## src/hdl/lfs_pkg.sv

```systemverilog
// Package for the line feed state control block
`default_nettype none
package lfs_pkg;

  // Feed state codes, one per 3-bit value
  typedef enum logic [2:0] {
    LFS_OPEN     = 3'h0,
    LFS_FWD_ACT  = 3'h1,
    LFS_FWD_OHT  = 3'h2,
    LFS_TIP_OPEN = 3'h3,
    LFS_RINGING  = 3'h4,
    LFS_REV_ACT  = 3'h5,
    LFS_REV_OHT  = 3'h6,
    LFS_RING_OPN = 3'h7
  } lfs_state_t;

  // Register offsets (word index on the register port)
  localparam logic [3:0] LFS_ADDR_FEED_STATE = 4'h0;
  localparam logic [3:0] LFS_ADDR_CUR_LIMIT = 4'h1;
  localparam logic [3:0] LFS_ADDR_OC_TARGET = 4'h2;
  localparam logic [3:0] LFS_ADDR_CM_OFFSET = 4'h3;
  localparam logic [3:0] LFS_ADDR_BOOST_STEP = 4'h4;
  localparam logic [3:0] LFS_ADDR_BOOST_LTH = 4'h5;
  localparam logic [3:0] LFS_ADDR_BOOST_HTH = 4'h6;
  localparam logic [3:0] LFS_ADDR_BAT_HEAD = 4'h7;
  localparam logic [3:0] LFS_ADDR_RING_HEAD = 4'h8;
  localparam logic [3:0] LFS_ADDR_TRACK = 4'h9;

  // Field positions in feed_state_control
  localparam int LFS_CODE_LSB = 0;
  localparam int LFS_MIRROR_LSB = 4;
  localparam int LFS_FAULT_BIT = 7;

  // Reset values
  localparam logic [2:0] LFS_CODE_RST = 3'h0;
  localparam logic [4:0] LFS_CUR_LIMIT_RST = 5'h00;
  localparam logic [14:0] LFS_OC_TARGET_RST = 15'h0000;
  // 3 V common-mode headroom in parameter units
  localparam logic [14:0] LFS_CM_OFFSET_RST = 15'h0268;
  localparam logic [14:0] LFS_HEAD_RST = 15'h0000;
  localparam logic [15:0] LFS_THD_RST = 16'h0000;

  // Line driver control word
  typedef struct packed {
    logic tip_drive_off;   // Tip lead high impedance
    logic ring_drive_off;  // Ring lead high impedance
    logic reverse;         // Reverse feed polarity
    logic ringing;         // Ringing waveform on loop
    logic audio_on;        // Audio paths powered
    logic low_power;       // On-hook standby power saving
    logic onhook_tx;       // On-hook transmission enabled
  } lfs_drive_t;

endpackage : lfs_pkg
`default_nettype wire

```

## src/hdl/lfs_line_feed_state_control.sv

```systemverilog
// Line feed state control: state decode, fault fall back, feed parameters
//
// Overview of operation
// - Three-bit feed state code decodes into eight distinct line states.
// - After reset, with nothing loaded, the line sits in the open state.
// - Driver excess-power fault forces open state without any software write.
// - Open state puts both driver outputs in high impedance.
// - Code 001 forward feed, audio off until off-hook, low power on-hook.
// - Code 101 reverse feed, audio off until off-hook, low power on-hook.
// - Code 010 forward polarity on-hook data transmission.
// - Code 110 reverse polarity on-hook data transmission.
// - Code 011 tip driver high impedance, ring feed active.
// - Code 111 ring driver high impedance, tip feed active.
// - Code 100 drives the ringing waveform onto the loop.
// - Loop current limit is a software five-bit field, 18 to 45 mA.
// - Battery above target plus both offsets: tracked level equals programmed target.
// - Battery below that sum: tracked level falls with battery.
// - Common-mode offset defaults to 3 V.
`default_nettype none
module lfs_line_feed_state_control
  import lfs_pkg::*;
#(
  parameter int DATA_W = 16
) (
  // Clock and reset
  input wire logic i_clk,
  input wire logic i_arst_n,
  // Register port
  input wire logic i_reg_wr,
  input wire logic i_reg_rd,
  input wire logic [3:0] i_reg_addr,
  input wire logic [DATA_W-1:0] i_reg_wdata,
  output logic [DATA_W-1:0] o_reg_rdata,
  // Line side status
  input wire logic i_power_fault,
  input wire logic i_offhook,
  input wire logic [15:0] i_battery_level,
  // Line driver controls
  output lfs_pkg::lfs_drive_t o_drive,
  output logic [4:0] o_loop_current_limit,
  output logic [15:0] o_tracked_open_circuit_level
);
  import lfs_pkg::*;

  // ----------------------------------------------------------------
  // Input synchronisers
  // ----------------------------------------------------------------
  logic fault_meta;
  logic fault_sync;
  logic hook_meta;
  logic hook_sync;

  always_ff @(posedge i_clk or negedge i_arst_n)
  begin
    if (!i_arst_n)
    begin
      fault_meta <= 1'b0;
      fault_sync <= 1'b0;
      hook_meta <= 1'b0;
      hook_sync <= 1'b0;
    end
    else
    begin
      fault_meta <= i_power_fault;
      fault_sync <= fault_meta;
      hook_meta <= i_offhook;
      hook_sync <= hook_meta;
    end
  end

  // ----------------------------------------------------------------
  // Register writes
  // ----------------------------------------------------------------
  logic [2:0] feed_state_code;
  logic [4:0] loop_current_limit;
  logic [14:0] open_circuit_target;
  logic [14:0] common_mode_offset;
  logic [14:0] offhook_boost_step;
  logic [15:0] boost_low_threshold;
  logic [15:0] boost_high_threshold;
  logic [14:0] battery_headroom_offset;
  logic [14:0] ringing_headroom_offset;
  logic code_wr;

  assign code_wr = i_reg_wr && (i_reg_addr == LFS_ADDR_FEED_STATE);

  always_ff @(posedge i_clk or negedge i_arst_n)
  begin
    if (!i_arst_n)
      feed_state_code <= LFS_CODE_RST;
    else if (code_wr)
      feed_state_code <= i_reg_wdata[LFS_CODE_LSB +: 3];
  end

  // ----------------------------------------------------------------
  // Feed parameter registers
  // ----------------------------------------------------------------
  always_ff @(posedge i_clk or negedge i_arst_n)
  begin
    if (!i_arst_n)
      loop_current_limit <= LFS_CUR_LIMIT_RST;
    else if (i_reg_wr && (i_reg_addr == LFS_ADDR_CUR_LIMIT))
      loop_current_limit <= i_reg_wdata[4:0];
  end

  always_ff @(posedge i_clk or negedge i_arst_n)
  begin
    if (!i_arst_n)
      open_circuit_target <= LFS_OC_TARGET_RST;
    else if (i_reg_wr && (i_reg_addr == LFS_ADDR_OC_TARGET))
      open_circuit_target <= i_reg_wdata[14:0];
  end

  always_ff @(posedge i_clk or negedge i_arst_n)
  begin
    if (!i_arst_n)
      common_mode_offset <= LFS_CM_OFFSET_RST;
    else if (i_reg_wr && (i_reg_addr == LFS_ADDR_CM_OFFSET))
      common_mode_offset <= i_reg_wdata[14:0];
  end

  always_ff @(posedge i_clk or negedge i_arst_n)
  begin
    if (!i_arst_n)
      battery_headroom_offset <= LFS_HEAD_RST;
    else if (i_reg_wr && (i_reg_addr == LFS_ADDR_BAT_HEAD))
      battery_headroom_offset <= i_reg_wdata[14:0];
  end

  // ----------------------------------------------------------------
  // Stored-only parameters
  // ----------------------------------------------------------------
  // Kept for software; only the register read-back uses them
  always_ff @(posedge i_clk or negedge i_arst_n)
  begin
    if (!i_arst_n)
      offhook_boost_step <= LFS_HEAD_RST;
    else if (i_reg_wr && (i_reg_addr == LFS_ADDR_BOOST_STEP))
      offhook_boost_step <= i_reg_wdata[14:0];
  end

  always_ff @(posedge i_clk or negedge i_arst_n)
  begin
    if (!i_arst_n)
      boost_low_threshold <= LFS_THD_RST;
    else if (i_reg_wr && (i_reg_addr == LFS_ADDR_BOOST_LTH))
      boost_low_threshold <= i_reg_wdata[15:0];
  end

  always_ff @(posedge i_clk or negedge i_arst_n)
  begin
    if (!i_arst_n)
      boost_high_threshold <= LFS_THD_RST;
    else if (i_reg_wr && (i_reg_addr == LFS_ADDR_BOOST_HTH))
      boost_high_threshold <= i_reg_wdata[15:0];
  end

  always_ff @(posedge i_clk or negedge i_arst_n)
  begin
    if (!i_arst_n)
      ringing_headroom_offset <= LFS_HEAD_RST;
    else if (i_reg_wr && (i_reg_addr == LFS_ADDR_RING_HEAD))
      ringing_headroom_offset <= i_reg_wdata[14:0];
  end

  // ----------------------------------------------------------------
  // Power fault latch
  // ----------------------------------------------------------------
  // Held until software writes a new code; a fault in that cycle wins
  logic fault_latched;

  always_ff @(posedge i_clk or negedge i_arst_n)
  begin
    if (!i_arst_n)
      fault_latched <= 1'b0;
    else if (fault_sync)
      fault_latched <= 1'b1;
    else if (code_wr)
      fault_latched <= 1'b0;
  end

  // ----------------------------------------------------------------
  // Applied state
  // ----------------------------------------------------------------
  lfs_state_t applied;

  always_ff @(posedge i_clk or negedge i_arst_n)
  begin
    if (!i_arst_n)
      applied <= LFS_OPEN;
    else if (fault_sync || fault_latched)
      applied <= LFS_OPEN;
    else
      applied <= lfs_state_t'(feed_state_code);
  end

  // ----------------------------------------------------------------
  // Driver control decode
  // ----------------------------------------------------------------
  lfs_drive_t next_drive;

  always_comb
  begin
    next_drive = '0;
    case (applied)
      LFS_OPEN:
      begin
        next_drive.tip_drive_off = 1'b1;
        next_drive.ring_drive_off = 1'b1;
      end
      LFS_FWD_ACT:
      begin
        next_drive.audio_on = hook_sync;
        next_drive.low_power = !hook_sync;
      end
      LFS_FWD_OHT:
      begin
        next_drive.audio_on = 1'b1;
        next_drive.onhook_tx = 1'b1;
      end
      LFS_TIP_OPEN:
        next_drive.tip_drive_off = 1'b1;
      LFS_RINGING:
        next_drive.ringing = 1'b1;
      LFS_REV_ACT:
      begin
        next_drive.reverse = 1'b1;
        next_drive.audio_on = hook_sync;
        next_drive.low_power = !hook_sync;
      end
      LFS_REV_OHT:
      begin
        next_drive.reverse = 1'b1;
        next_drive.audio_on = 1'b1;
        next_drive.onhook_tx = 1'b1;
      end
      LFS_RING_OPN:
        next_drive.ring_drive_off = 1'b1;
      default:
      begin
        next_drive.tip_drive_off = 1'b1;
        next_drive.ring_drive_off = 1'b1;
      end
    endcase
  end

  always_ff @(posedge i_clk or negedge i_arst_n)
  begin
    if (!i_arst_n)
    begin
      o_drive <= '0;
      o_drive.tip_drive_off <= 1'b1;
      o_drive.ring_drive_off <= 1'b1;
    end
    else
      o_drive <= next_drive;
  end

  always_ff @(posedge i_clk or negedge i_arst_n)
  begin
    if (!i_arst_n)
      o_loop_current_limit <= LFS_CUR_LIMIT_RST;
    else
      o_loop_current_limit <= loop_current_limit;
  end

  // ----------------------------------------------------------------
  // Open-circuit level tracking against battery
  // ----------------------------------------------------------------
  logic [17:0] headroom_sum;
  logic [17:0] offsets;
  logic [17:0] next_track_wide;
  logic [15:0] next_track;

  always_comb
  begin
    offsets = 18'(common_mode_offset) + 18'(battery_headroom_offset);
    headroom_sum = 18'(open_circuit_target) + offsets;
    if (18'(i_battery_level) > headroom_sum)
      next_track_wide = 18'(open_circuit_target);
    else if (18'(i_battery_level) > offsets)
      next_track_wide = 18'(i_battery_level) - offsets;
    else
      next_track_wide = '0;
    next_track = next_track_wide[15:0];
  end

  always_ff @(posedge i_clk or negedge i_arst_n)
  begin
    if (!i_arst_n)
      o_tracked_open_circuit_level <= '0;
    else
      o_tracked_open_circuit_level <= next_track;
  end

  // ----------------------------------------------------------------
  // Register reads
  // ----------------------------------------------------------------
  logic [DATA_W-1:0] next_rdata;
  logic [7:0] feed_state_control;

  always_comb
  begin
    feed_state_control = '0;
    feed_state_control[LFS_CODE_LSB +: 3] = feed_state_code;
    feed_state_control[LFS_MIRROR_LSB +: 3] = applied;
    feed_state_control[LFS_FAULT_BIT] = fault_latched;
    next_rdata = '0;
    if (i_reg_addr == LFS_ADDR_FEED_STATE)
      next_rdata = DATA_W'(feed_state_control);
    else if (i_reg_addr == LFS_ADDR_CUR_LIMIT)
      next_rdata = DATA_W'(loop_current_limit);
    else if (i_reg_addr == LFS_ADDR_OC_TARGET)
      next_rdata = DATA_W'(open_circuit_target);
    else if (i_reg_addr == LFS_ADDR_CM_OFFSET)
      next_rdata = DATA_W'(common_mode_offset);
    else if (i_reg_addr == LFS_ADDR_BOOST_STEP)
      next_rdata = DATA_W'(offhook_boost_step);
    else if (i_reg_addr == LFS_ADDR_BOOST_LTH)
      next_rdata = DATA_W'(boost_low_threshold);
    else if (i_reg_addr == LFS_ADDR_BOOST_HTH)
      next_rdata = DATA_W'(boost_high_threshold);
    else if (i_reg_addr == LFS_ADDR_BAT_HEAD)
      next_rdata = DATA_W'(battery_headroom_offset);
    else if (i_reg_addr == LFS_ADDR_RING_HEAD)
      next_rdata = DATA_W'(ringing_headroom_offset);
    else if (i_reg_addr == LFS_ADDR_TRACK)
      next_rdata = DATA_W'(o_tracked_open_circuit_level);
  end

  always_ff @(posedge i_clk or negedge i_arst_n)
  begin
    if (!i_arst_n)
      o_reg_rdata <= '0;
    else if (i_reg_rd)
      o_reg_rdata <= next_rdata;
  end

endmodule : lfs_line_feed_state_control
`default_nettype wire

```

## config.mk

```make
export PLATFORM = sky130hd
export DESIGN_NAME = lfs_line_feed_state_control
export DESIGN_NICKNAME = d
export VERILOG_FILES = /design/src/hdl/lfs_pkg.sv /design/src/hdl/lfs_line_feed_state_control.sv
export SDC_FILE = /design/constraint.sdc
export NUM_CORES = 1
export LEC_CHECK = 0
export BUFFER_PORTS_ARGS = -buffer_cell sky130_fd_sc_hd__buf_2
export CAP_MARGIN = 20
export CORE_MARGIN = 2
export CORE_UTILIZATION = 41
export DETAILED_ROUTE_END_ITERATION = 10
export PLACE_DENSITY = 0.61
export SLEW_MARGIN = 30
export SYNTH_ARGS = -nofsm -noshare
export SYNTH_HDL_FRONTEND = slang
export SYNTH_SLANG_ARGS = --single-unit
```

## constraint.sdc

```tcl
create_clock -name i_clk -period 6.7 [get_ports i_clk]
set_input_delay 0 -clock i_clk [delete_from_list [all_inputs] [get_ports i_clk]]
set_output_delay 0 -clock i_clk [all_outputs]
set_load 0.005 [all_outputs]
```

# Yosys cells after proc, flatten, opt, wreduce, memory -nomap -nowiden
# Index checks and enable logic that the tools add are counted.
# totals
register_bits	167
out_inout_bits	44
wordCells	87
# classes
add_sub_neg	3
order_cmp	2
n_eq_ne	16
muxes	22
n_reduce_logical	19
# ops
operator	n
$mux W16	12
$add A15 B16 Y17	1
$gt A16 B17 Y1	1
$add A15 B15 Y16	1
$eq A4 B3 Y1 const B	4
$gt A16 B16 Y1	1
$sub A16 B16 Y16	1
$eq A3 B3 Y1 const B	4
$reduce_or A2 Y1	5
$logic_and A1 B1 Y1	9
$eq A4 B2 Y1 const B	2
$eq A4 B4 Y1 const B	2
$mux W1	8
$eq A3 B2 Y1 const B	2
$eq A4 B1 Y1 const B	1
$logic_not A4 Y1	1
$eq A3 B1 Y1 const B	1
$logic_not A3 Y1	1
$mux W3	1
$pmux W1 S2	1
$reduce_bool A2 Y1	1
$logic_not A1 Y1	1
$logic_or A1 B1 Y1	1

# Depth between registers and ports, before layout
# Gate-level depths: netlist of the first run.
# logic_depth
word_depth	11
mapped_depth	25
ltp_nobuf	24

# Worst setup path after synthesis of the first run
# Ideal clock, no wire load.
# synth_timing
path_type	register to register
startpoint	reg common_mode_offset[0]
endpoint	reg o_tracked_open_circuit_level[0]
setup_time_ns	0.125
arrival_time_ns	4.817
path_slack_ns	1.758
path_stages_with_launch	23
cell_sequence	dfrtp_1 > ha_1 > fa_1 > a21o_1 > a21oi_1 > o21bai_1 > a21boi_1 > o31ai_1 > a21oi_1 > xnor2_1 > ha_1 > nand4_1 > a2111oi_4 > o31ai_1 > nand2_1 > nand2_1 > ha_1 > nand2_1 > nor4_1 > a31oi_1 > a211oi_1 > a22oi_4 > mux2_4
# synth_between
elab_chain_cells	4
word_cells_on_any_way	7
classes_between	3 x add/sub; 2 x order compare; 2 x mux
# synth_rtl
element	line	source
start, declared	lfs_line_feed_state_control.sv:77	logic [14:0] common_mode_offset;
start signal, assigned	lfs_line_feed_state_control.sv:119	common_mode_offset <= i_reg_wdata[14:0];
$add A15 B15 Y16 (*)	lfs_line_feed_state_control.sv:277	offsets = 18'(common_mode_offset) + 18'(battery_headroom_offset);
$add A15 B16 Y17, or another cell as far along	lfs_line_feed_state_control.sv:278	headroom_sum = 18'(open_circuit_target) + offsets;
$gt A16 B17 Y1 or $mux W16 (tied branches)	lfs_line_feed_state_control.sv:279, lfs_line_feed_state_control.sv:281	
$mux W16 (*)	lfs_line_feed_state_control.sv:279	if (18'(i_battery_level) > headroom_sum)
named net next_track_wide[0]	lfs_line_feed_state_control.sv:272	logic [17:0] next_track_wide;
end signal, assigned	lfs_line_feed_state_control.sv:293	o_tracked_open_circuit_level <= next_track;
end, declared	lfs_line_feed_state_control.sv:41	output logic [15:0] o_tracked_open_circuit_level
# Mark *: on every way through the listed nets, which the timed path passes. The rest lies on a longest branch.
# A chain may end at the register's enable or synchronous reset.

# Worst setup path in the final report of the first run
# Ends and elaborated chain as after synthesis.

==> results of run 1 <==
==> through the flow <==
stage                util  hold slack [ns]
floorplan               -           -0.296
global placement    0.450          0.00299
detailed placement  0.450          0.00172
CTS                 0.489           0.0703
global route        0.489           0.0898
finish              0.489           0.0692
==> metal layers <==
metal	track usage	routed length (um)	vias up	part of all wire
met2	0.345	11700	177	0.45
met1	0.313	12600	3684	0.49
li1	-	-	3499	-
met5	0	0	-	0
met3	0.0351	1150	23	0.045
met4	0.0489	304	0	0.012
==> report_power, final <==
group	switching, W	internal [W]
combinational	0.00173	0.00140
sequential	0.000193	0.00126
clock	0.000403	0.000777
==> cells by family (layout without fill, tap and decap cells) <==
family	Yosys count	count (layout)	synth area share
multiplexers	141	141	0.162
AND/OR/NAND/NOR	192	192	0.0962
flip-flops	167	167	0.429
buffers and inverters	70	188	0.0294
AO/OA/AOI/OAI	212	212	0.160
XOR/XNOR	32	32	0.0287
adder cells (fa/ha/maj)	72	72	0.0946
==> sequential cells by signal (all words and copies together), names as in the netlist, 3 cells and up <==
register / count
feed_state_code: 3
open_circuit_target: 15
battery_headroom_offset: 15
o_drive: 7
applied: 3
o_tracked_open_circuit_level: 16
boost_high_threshold: 16
boost_low_threshold: 16
o_reg_rdata: 16
offhook_boost_step: 15
common_mode_offset: 15
ringing_headroom_offset: 15
o_loop_current_limit: 5
loop_current_limit: 5
==> cell type report <==
cell class / instances / share of cell area
Clock inverter: 11 / 0.0209
Timing Repair Buffer: 113 / 0.0602
Multi-Input combinational cell: 649 / 0.462
Sequential cell: 167 / 0.366
Clock buffer: 21 / 0.0420
Tap cell: 319 / 0.0349
Inverter: 43 / 0.0141
==> how the worst min path moves through the flow <==
stage | to | cells after the start | start | slack (ns)
after floorplan | applied[0] | 0 | i_arst_n | -0.30
after global placement | o_loop_current_limit[2] | 1 | i_arst_n | 0.003
after detailed placement | o_loop_current_limit[2] | 1 | i_arst_n | 0.002
after CTS | fault_latched | 3 | i_reg_wr | 0.07
after global routing | fault_latched | 3 | i_reg_wr | 0.09
final | fault_latched | 3 | i_reg_wr | 0.07
==> cells in the mapped netlist (6+ instances only) <==
| library cell | count |
|---|---|
| dfrtp_1 | 161 |
| ha_1 | 69 |
| mux2_2 | 65 |
| mux2_1 | 57 |
| a21oi_1 | 55 |
| nor2_1 | 54 |
| nand2_1 | 44 |
| inv_1 | 42 |
| a22oi_1 | 27 |
| o21ai_0 | 27 |
| nand3_1 | 20 |
| clkbuf_1 | 16 |
| xnor2_1 | 16 |
| xor2_1 | 16 |
| mux2i_1 | 15 |
| nor2b_1 | 15 |
| nor3_1 | 15 |
| nand2b_1 | 10 |
| o21a_1 | 9 |
| a222oi_1 | 8 |
| a21o_1 | 7 |
| nand4_1 | 7 |
| or3_1 | 7 |
| buf_2 | 6 |
| dfstp_2 | 6 |
==> repair_timing <==
| item | CTS | global route |
|---|---|---|
| resized for setup | 0 | 0 |
| hold buffers | 19 | 0 |
| hold endpoints to repair | 175 | 0 |
==> worst max-delay path, cell delays in order (launching register included) <==
cell	delay, ns
dfrtp_1	0.39
ha_1	0.23
fa_1	0.41
a21o_1	0.17
a21oi_1	0.23
o21bai_1	0.13
a21boi_1	0.32
o31ai_1	0.14
a21oi_1	0.26
xnor2_1	0.11
ha_1	0.37
nand4_1	0.18
a2111oi_4	0.40
o31ai_1	0.10
nand2_1	0.07
nand2_1	0.05
ha_1	0.30
nand2_1	0.06
nor4_1	0.37
nand3_1	0.11
o21ai_0	0.12
a21oi_1	0.11
a22oi_4	0.67
mux2_4	0.35
==> results_dict.tcl, run 1 <==
set metrics [dict create \
    status "completed" \
    ys_seq_area_frac 0.429 \
    cts_max_level 4 \
    hold_viol_final 0 \
    drv_cap 0 \
    clk_latency_ns 0.43 \
    antenna_found_initial 0 \
    fp-row-count 56 \
    num_io_pins 86 \
    period_needed_ns 5.76 \
    syn_area_sq_um 9760 \
    fmax_mhz 174 \
    finalWorstSetupSlack_ns 0.943 \
    crit_path_start_kind "flip-flop" \
    fin_tns_setup_ns 0 \
    grt_setup_unrepaired "no" \
    die_area_sq_um 25000 \
    grt_start_max_net_pins 60 \
    dpl_cell_area_sq_um 10500 \
    cts_buffers 17 \
    design_area_sq_um 11400 \
    synth_top_cell_by_area "dfrtp_1" \
    initial_core_util 0.417 \
    portBuffers 85 \
    overflow 0 \
    coreArea_sq_um 23400 \
    vias 7383 \
    avgSynthCellArea_sq_um 11.0 \
    yosys_warnings 0 \
    power_density_nw_per_um2 502 \
    max-vdd-ir-drop_mv 0.359 \
    fin_crit_sh 0.859 \
    grt.total_usage 0.217 \
    path_max_fanout 16 \
    clockBufferDepth 2 \
    tightest_slew_ns 0.960 \
    syn_nets 1000 \
    dp_slack_ns 0.980 \
    synth_top_area_frac 0.413 \
    area_growth_pct 17.3 \
    ys_seq_elements 167 \
    path_clk_slew_ns 0.06 \
    gp_congestion 0.858 \
    async_reset_ff_frac 1.00 \
    ant_nets 0 \
    required_ns 7.02 \
    power_leakage_nw 5.26 \
    grt_first_pass_wirelength_um 41300 \
    path_class "flip-flop to flip-flop" \
    synth_ff_type "dfrtp_1" \
    n_fill_cell 2213 \
    r2r_start "common_mode_offset[0]" \
    crit_arrival_ns 6.08 \
    synth_cells 886 \
    synth_area_leaders "dfrtp_1 41%, ha_1 8.8%, mux2_2 7.5%, mux2_1 6.6%, a21oi_1 2.8%" \
    synth_edf_count 0 \
    cts_tree "built" \
    wl_per_cell_um 19.5 \
    dp_hpwl_um 18900 \
    final_common_cell "dfrtp_1" \
    setup_viol 0 \
    drt-total-wl_um 25800 \
    drive_gt1_frac 0.219 \
    critPathCaptureType "flip-flop" \
    critPathLaunch "common_mode_offset[0]" \
    r2r_end "o_tracked_open_circuit_level[0]" \
    grt_pass1_vias 7368 \
    endpoint "o_tracked_open_circuit_level[0]" \
    finalClockSkew_ns 0.00745 \
    ys_types 76 \
    totalPowerFinal_w 0.00575 \
    n_antenna_cell 0 \
    firstDrtPassIters 5 \
    viasPerCell 5.58 \
    slew_viol_final 0 \
    dp.cells 1272 \
    postCtsSetupBuffers 0 \
    clock_sinks 167 \
    r2r_slack_ns 0.94 \
    seqCellArea_sq_um 4190 \
    final_cell_mix "161 x dfrtp_1, 84 x buf_2, 69 x ha_1" \
    r2r_cells 23 \
    die_y_um 158 \
    die_w_um 158 \
    multi_input_area_sq_um 5290 \
    drt_iter0_markers 579 \
    cts-root-buf "clkbuf_16" \
    hold_path_class "input pin to flip-flop" \
    drc 0 \
    max_slew_margin 0.357 \
    final_cells 1323 \
    final_nets 1105 \
]
No activity file was read; power rests on OpenSTA's default activity.
==> inputs of run 2 (changes only) <==
--- a/config.mk
+++ b/config.mk
@@ -9,3 +9,4 @@
 export CAP_MARGIN = 20
-export CORE_MARGIN = 2
+export CORE_ASPECT_RATIO = 0.6
+export CORE_MARGIN = 1.5
 export CORE_UTILIZATION = 41
--- a/constraint.sdc
+++ b/constraint.sdc
@@ -3,2 +3,2 @@
 set_output_delay 0 -clock i_clk [all_outputs]
-set_load 0.005 [all_outputs]
+set_load 0.02 [all_outputs]
==> results_dict.tcl, run 2 (synthesis results as in run 1) <==
set metrics [dict create \
    path_clk_slew_ns 0.07 \
    cts-root-buf "clkbuf_16" \
    post-route-util 0.486 \
    drive_gt1_frac 0.217 \
    ant_nets 0 \
    power_leakage_nw 5.18 \
    slew_viol_final 0 \
    fin_tns_setup_ns 0 \
    r2r_end "o_tracked_open_circuit_level[0]" \
    p_switching_w 0.00248 \
    clockBufferDepth 2 \
    path_class "flip-flop to flip-flop" \
    tightest_slew_ns 0.995 \
    postCtsSetupBuffers 0 \
    portBuffers 85 \
    cts_max_level 4 \
    initial_core_util 0.420 \
    cts_tree "built" \
    power_density_nw_per_um2 504 \
    drc 0 \
    totalPowerFinal_w 0.00570 \
    critPathCaptureType "flip-flop" \
    final_nets 1104 \
    wl_per_cell_um 20.1 \
    final_cell_mix "161 x dfrtp_1, 84 x buf_2, 69 x ha_1" \
    clock_sinks 167 \
    p_int_w 0.00322 \
    r2r_slack_ns 0.67 \
    status "completed" \
    viasPerCell 5.63 \
    crit_path_start_kind "flip-flop" \
    firstDrtPassIters 5 \
    grt_start_max_net_pins 97 \
    grt.total_usage 0.224 \
    max-vdd-ir-drop_mv 0.361 \
    grt_setup_unrepaired "no" \
    clockPowerShare 0.172 \
    r2r_cells 23 \
    drv_cap 0 \
    grt_first_pass_wirelength_um 42200 \
    gp_congestion 0.901 \
    hold-path-cell-count 3 \
    clk_latency_ns 0.43 \
    p_sw_frac 0.435 \
    fp-row-count 43 \
    final_common_cell "dfrtp_1" \
    period_needed_ns 6.03 \
    p_comb_frac 0.576 \
    die_area_sq_um 24800 \
    drt-total-wl_um 26500 \
    max_slew_margin 0.331 \
    min_to "fault_latched" \
    min_from "i_reg_wr" \
    required_ns 7.02 \
    vias 7420 \
    grt_pass1_vias 7247 \
    path_max_fanout 16 \
    die_y_um 122 \
    hold_path_class "input pin to flip-flop" \
    r2r_start "common_mode_offset[0]" \
    fin_crit_sh 0.900 \
    fmax_mhz 166 \
    num_io_pins 86 \
    area_growth_pct 15.8 \
    crit_arrival_ns 6.35 \
    coreArea_sq_um 23200 \
    hold_viol_final 0 \
    antenna_found_initial 1 \
    drt_iter0_markers 554 \
    finalClockSkew_ns 0.00617 \
    cts_buffers 17 \
    die_w_um 202 \
    dp_hpwl_um 19900 \
    power_frac_seq 0.253 \
    setup_viol 0 \
    overflow 0 \
]
-- run 2: worst max-delay path by stage --
stage	startpoint	endpoint	slack, ns	depth (start not counted)
3_3_place_gp	common_mode_offset[0]	o_tracked_open_circuit_level[0]	0.94	23
4_1_cts	common_mode_offset[0]	o_tracked_open_circuit_level[0]	0.77	23
2_1_floorplan	common_mode_offset[0]	o_tracked_open_circuit_level[0]	1.76	22
6_report	common_mode_offset[0]	o_tracked_open_circuit_level[0]	0.67	23
3_5_place_dp	common_mode_offset[0]	o_tracked_open_circuit_level[0]	0.84	23
5_1_grt	common_mode_offset[0]	o_tracked_open_circuit_level[0]	0.29	22
-- run 2: cell type report --
class,instances,area [sq um]
fill,2144,11900
clock inverter,14,154
antenna,1,2.50
inverter,43,161
clock buffer,18,429
multi-input combinational,649,5290
timing repair buffer,112,686
tap,315,394
sequential,167,4190
-- run 2: stage by stage --
step | hold WS [ns] | std cells | worst slack [ns] | cell area, sq um
3_5_place_dp | 0.110 | 1267 | 0.836 | 10500
5_1_grt | 0.0859 | 1319 | 0.285 | 11300
4_1_cts | 0.0526 | 1318 | 0.769 | 11300
2_1_floorplan | -0.296 | 886 | 1.76 | 9760
6_report | 0.0698 | 1319 | 0.667 | 11300
3_3_place_gp | 0.107 | 1267 | 0.938 | 10500
-- run 2: what timing repair did --
item                                   4_1_cts  5_1_grt
gates resized for setup                      0        0
endpoints found under the hold margin      207        0
hold buffers                                19        0
-- run 2: power groups by stage --
| stage | sequential [W] | clock, W | combinational, W |
|---|---|---|---|
| 6_report | 0.00144 | 0.000978 | 0.00328 |
| 2_1_floorplan | 0.00146 | 0 | 0.00246 |
| 5_1_grt | 0.00147 | 0.00104 | 0.00362 |
| 3_5_place_dp | 0.00146 | 0 | 0.00323 |
| 3_3_place_gp | 0.00145 | 0 | 0.00318 |
| 4_1_cts | 0.00144 | 0.000994 | 0.00326 |
-- run 2: worst max-delay path: stages (launching register included) --
cell and delay [ns]:
dfrtp_1 0.39, ha_1 0.24, fa_1 0.41, a21o_1 0.18
a21oi_1 0.24, o21bai_1 0.13, a21boi_1 0.43, o31ai_1 0.16
a21oi_1 0.27, xnor2_1 0.11, ha_1 0.37, nand4_1 0.17
a2111oi_4 0.38, o31ai_1 0.12, nand2_1 0.07, nand2_1 0.06
ha_1 0.31, nand2_1 0.07, nor4_1 0.39, nand3_1 0.11
o21ai_0 0.13, a21oi_1 0.11, a22oi_4 0.70, mux2_4 0.35
-- run 2: routing by layer --
metal	GRT usage	share of wire	wire, um
met5	0	0	0
met4	0.0463	0.0071	187
met3	0.0446	0.066	1750
met2	0.319	0.42	11000
met1	0.346	0.51	13600
==> inputs of run 3 (changes only) <==
- PLACE_DENSITY: 0.61 -> not set
- PLACE_DENSITY_LB_ADDON: not set -> 0.1
==> results_dict.tcl, run 3 (synthesis results as in run 1) <==
set metrics [dict create \
    final_common_cell "dfrtp_1" \
    cts_buffers 17 \
    ant_nets 0 \
    clockBufferDepth 2 \
    r2r_cells 24 \
    p_sw_frac 0.443 \
    dp.cells 1267 \
    cts_tree "built" \
    hold_path_class "input pin to flip-flop" \
    status "completed" \
    drt_iter0_markers 518 \
    dpl_cell_area_sq_um 10500 \
    fmax_mhz 166 \
    multi_input_area_sq_um 5290 \
    final_nets 1104 \
    drt-total-wl_um 26800 \
    drv_cap 0 \
    p_int_w 0.00315 \
    crit_path_start_kind "flip-flop" \
    crit_path_top_delay_cell "a22oi_4" \
    die_y_um 122 \
    p_switching_w 0.00250 \
    gp_congestion 0.865 \
    path_class "flip-flop to flip-flop" \
    slew_viol_final 0 \
    n_fill_cell 2219 \
    overflow 0 \
    path_max_fanout 16 \
    fp-row-count 43 \
    die_area_sq_um 24800 \
    path_clk_slew_ns 0.07 \
    setup_viol 0 \
    grt.total_usage 0.224 \
    die_w_um 202 \
    totalPowerFinal_w 0.00565 \
    min_to "o_reg_rdata[7]" \
    r2r_start "common_mode_offset[0]" \
    initial_core_util 0.420 \
    drc 0 \
    max_slew_margin 0.347 \
    crit_path_cell_trace "ha_1 -> fa_1 -> a21o_1 -> a21oi_1 -> o21bai_1 -> a21boi_1 -> nor2_1 -> a21oi_1 -> xnor2_1 -> ha_1 -> nor3_1 -> nor2_1 -> nand2_1 -> o21ai_0 -> nor2_1 -> xor2_1 -> ha_1 -> nand2_1 -> nor4_1 -> nand3_1 -> o21ai_0 -> a21oi_1 -> a22oi_4 -> mux2_4" \
    firstDrtPassIters 5 \
    max-vdd-ir-drop_mv 0.326 \
    tightest_slew_ns 0.971 \
    antenna_found_initial 2 \
    final_cells 1319 \
    grt_start_max_net_pins 90 \
    dp_hpwl_um 20500 \
    final_cell_mix "161 x dfrtp_1, 84 x buf_2, 69 x ha_1" \
    hold_viol_final 0 \
    grt_first_pass_wirelength_um 41900 \
    r2r_end "o_tracked_open_circuit_level[0]" \
    cts_max_level 4 \
    viasPerCell 5.60 \
    num_io_pins 86 \
    clk_latency_ns 0.43 \
    power_frac_seq 0.256 \
    power_leakage_nw 5.18 \
    critPathCaptureType "flip-flop" \
    r2r_slack_ns 0.69 \
    clockPowerShare 0.163 \
    seqCellArea_sq_um 4190 \
    vias 7383 \
    coreArea_sq_um 23200 \
    fin_tns_setup_ns 0 \
    design_area_sq_um 11300 \
    fin_crit_sh 0.896 \
    wl_per_cell_um 20.3 \
    hold-path-cell-count 2 \
    grt_setup_unrepaired "no" \
    p_comb_frac 0.581 \
    period_needed_ns 6.01 \
    portBuffers 85 \
    cpPeakStageDelay_ns 0.68 \
    area_growth_pct 15.5 \
    min_from "i_reg_rd" \
    cts-root-buf "clkbuf_16" \
    required_ns 7.01 \
    drive_gt1_frac 0.219 \
    clock_sinks 167 \
    finalClockSkew_ns 0.00869 \
    grt_pass1_vias 7070 \
    power_density_nw_per_um2 501 \
    postCtsResizedCells 0 \
    crit_arrival_ns 6.32 \
]
-- run 3: cell count changes in the layout (fill, tap and decap cells not counted), sizes merged --
| cell | before | now |
|---|---|---|
| inv | 44 | 47 |
| clkinvlp | 5 | 2 |
| clkinv | 6 | 8 |
| bufinv | 2 | 0 |
-- run 3: layout make-up --
cell class / count / area share
multi-input combinational: 649 / 0.470
sequential: 167 / 0.372
timing repair buffer: 112 / 0.0609
clock buffer: 18 / 0.0390
tap: 315 / 0.0350
inverter: 43 / 0.0143
clock inverter: 14 / 0.00900
antenna: 1 / 0.000222
-- run 3: critical path, delay by kind of cell (launching register included) --
kind	cells	cell delay (ns)
AND/OR/NAND/NOR	8	1.08
AO/OA/AOI/OAI	9	2.47
adder cells (fa/ha/maj)	4	1.32
flip-flops	1	0.39
multiplexers	1	0.35
XOR/XNOR	2	0.26
-- run 3: power groups by stage --
stage,combinational [W],clock [W],sequential (W)
finish,0.00328,0.000920,0.00144
global route,0.00361,0.000979,0.00147
CTS,0.00325,0.000935,0.00145
detailed placement,0.00322,0,0.00146
global placement,0.00323,0,0.00146
floorplan,0.00246,0,0.00146
-- run 3: layer usage --
| metal | up-vias | GRT usage | share of wire |
|---|---|---|---|
| met1 | 3694 | 0.356 | 0.53 |
| met4 | 0 | 0.0375 | 0.0038 |
| met5 | - | 0 | 0 |
| met3 | 8 | 0.0412 | 0.057 |
| li1 | 3488 | - | - |
| met2 | 193 | 0.318 | 0.41 |
-- run 3: how the worst max path moves through the flow --
| stage | start | to | slack [ns] | cells past startpoint |
|---|---|---|---|---|
| 5_1_grt | battery_headroom_offset[0] | o_tracked_open_circuit_level[0] | 0.24 | 24 |
| 3_3_place_gp | common_mode_offset[0] | o_tracked_open_circuit_level[0] | 0.88 | 23 |
| 4_1_cts | common_mode_offset[0] | o_tracked_open_circuit_level[0] | 0.75 | 24 |
| 3_5_place_dp | common_mode_offset[0] | o_tracked_open_circuit_level[0] | 0.77 | 24 |
| 6_report | common_mode_offset[0] | o_tracked_open_circuit_level[0] | 0.69 | 24 |
| 2_1_floorplan | common_mode_offset[0] | o_tracked_open_circuit_level[0] | 1.76 | 22 |
-- run 3: timing repair --
action / 4_1_cts / 5_1_grt
endpoints found under the hold margin: 192 / 3
buffers inserted: 0 / 0
hold buffers: 18 / 1
-- run 3: per-stage QoR --
step | hold WS (ns) | utilization | worst slack, ns
CTS | 0.00263 | 0.484 | 0.747
detailed placement | 0.112 | 0.453 | 0.769
floorplan | -0.296 | - | 1.76
finish | 0.103 | 0.485 | 0.694
global route | 0.130 | 0.485 | 0.238
global placement | 0.108 | 0.453 | 0.883
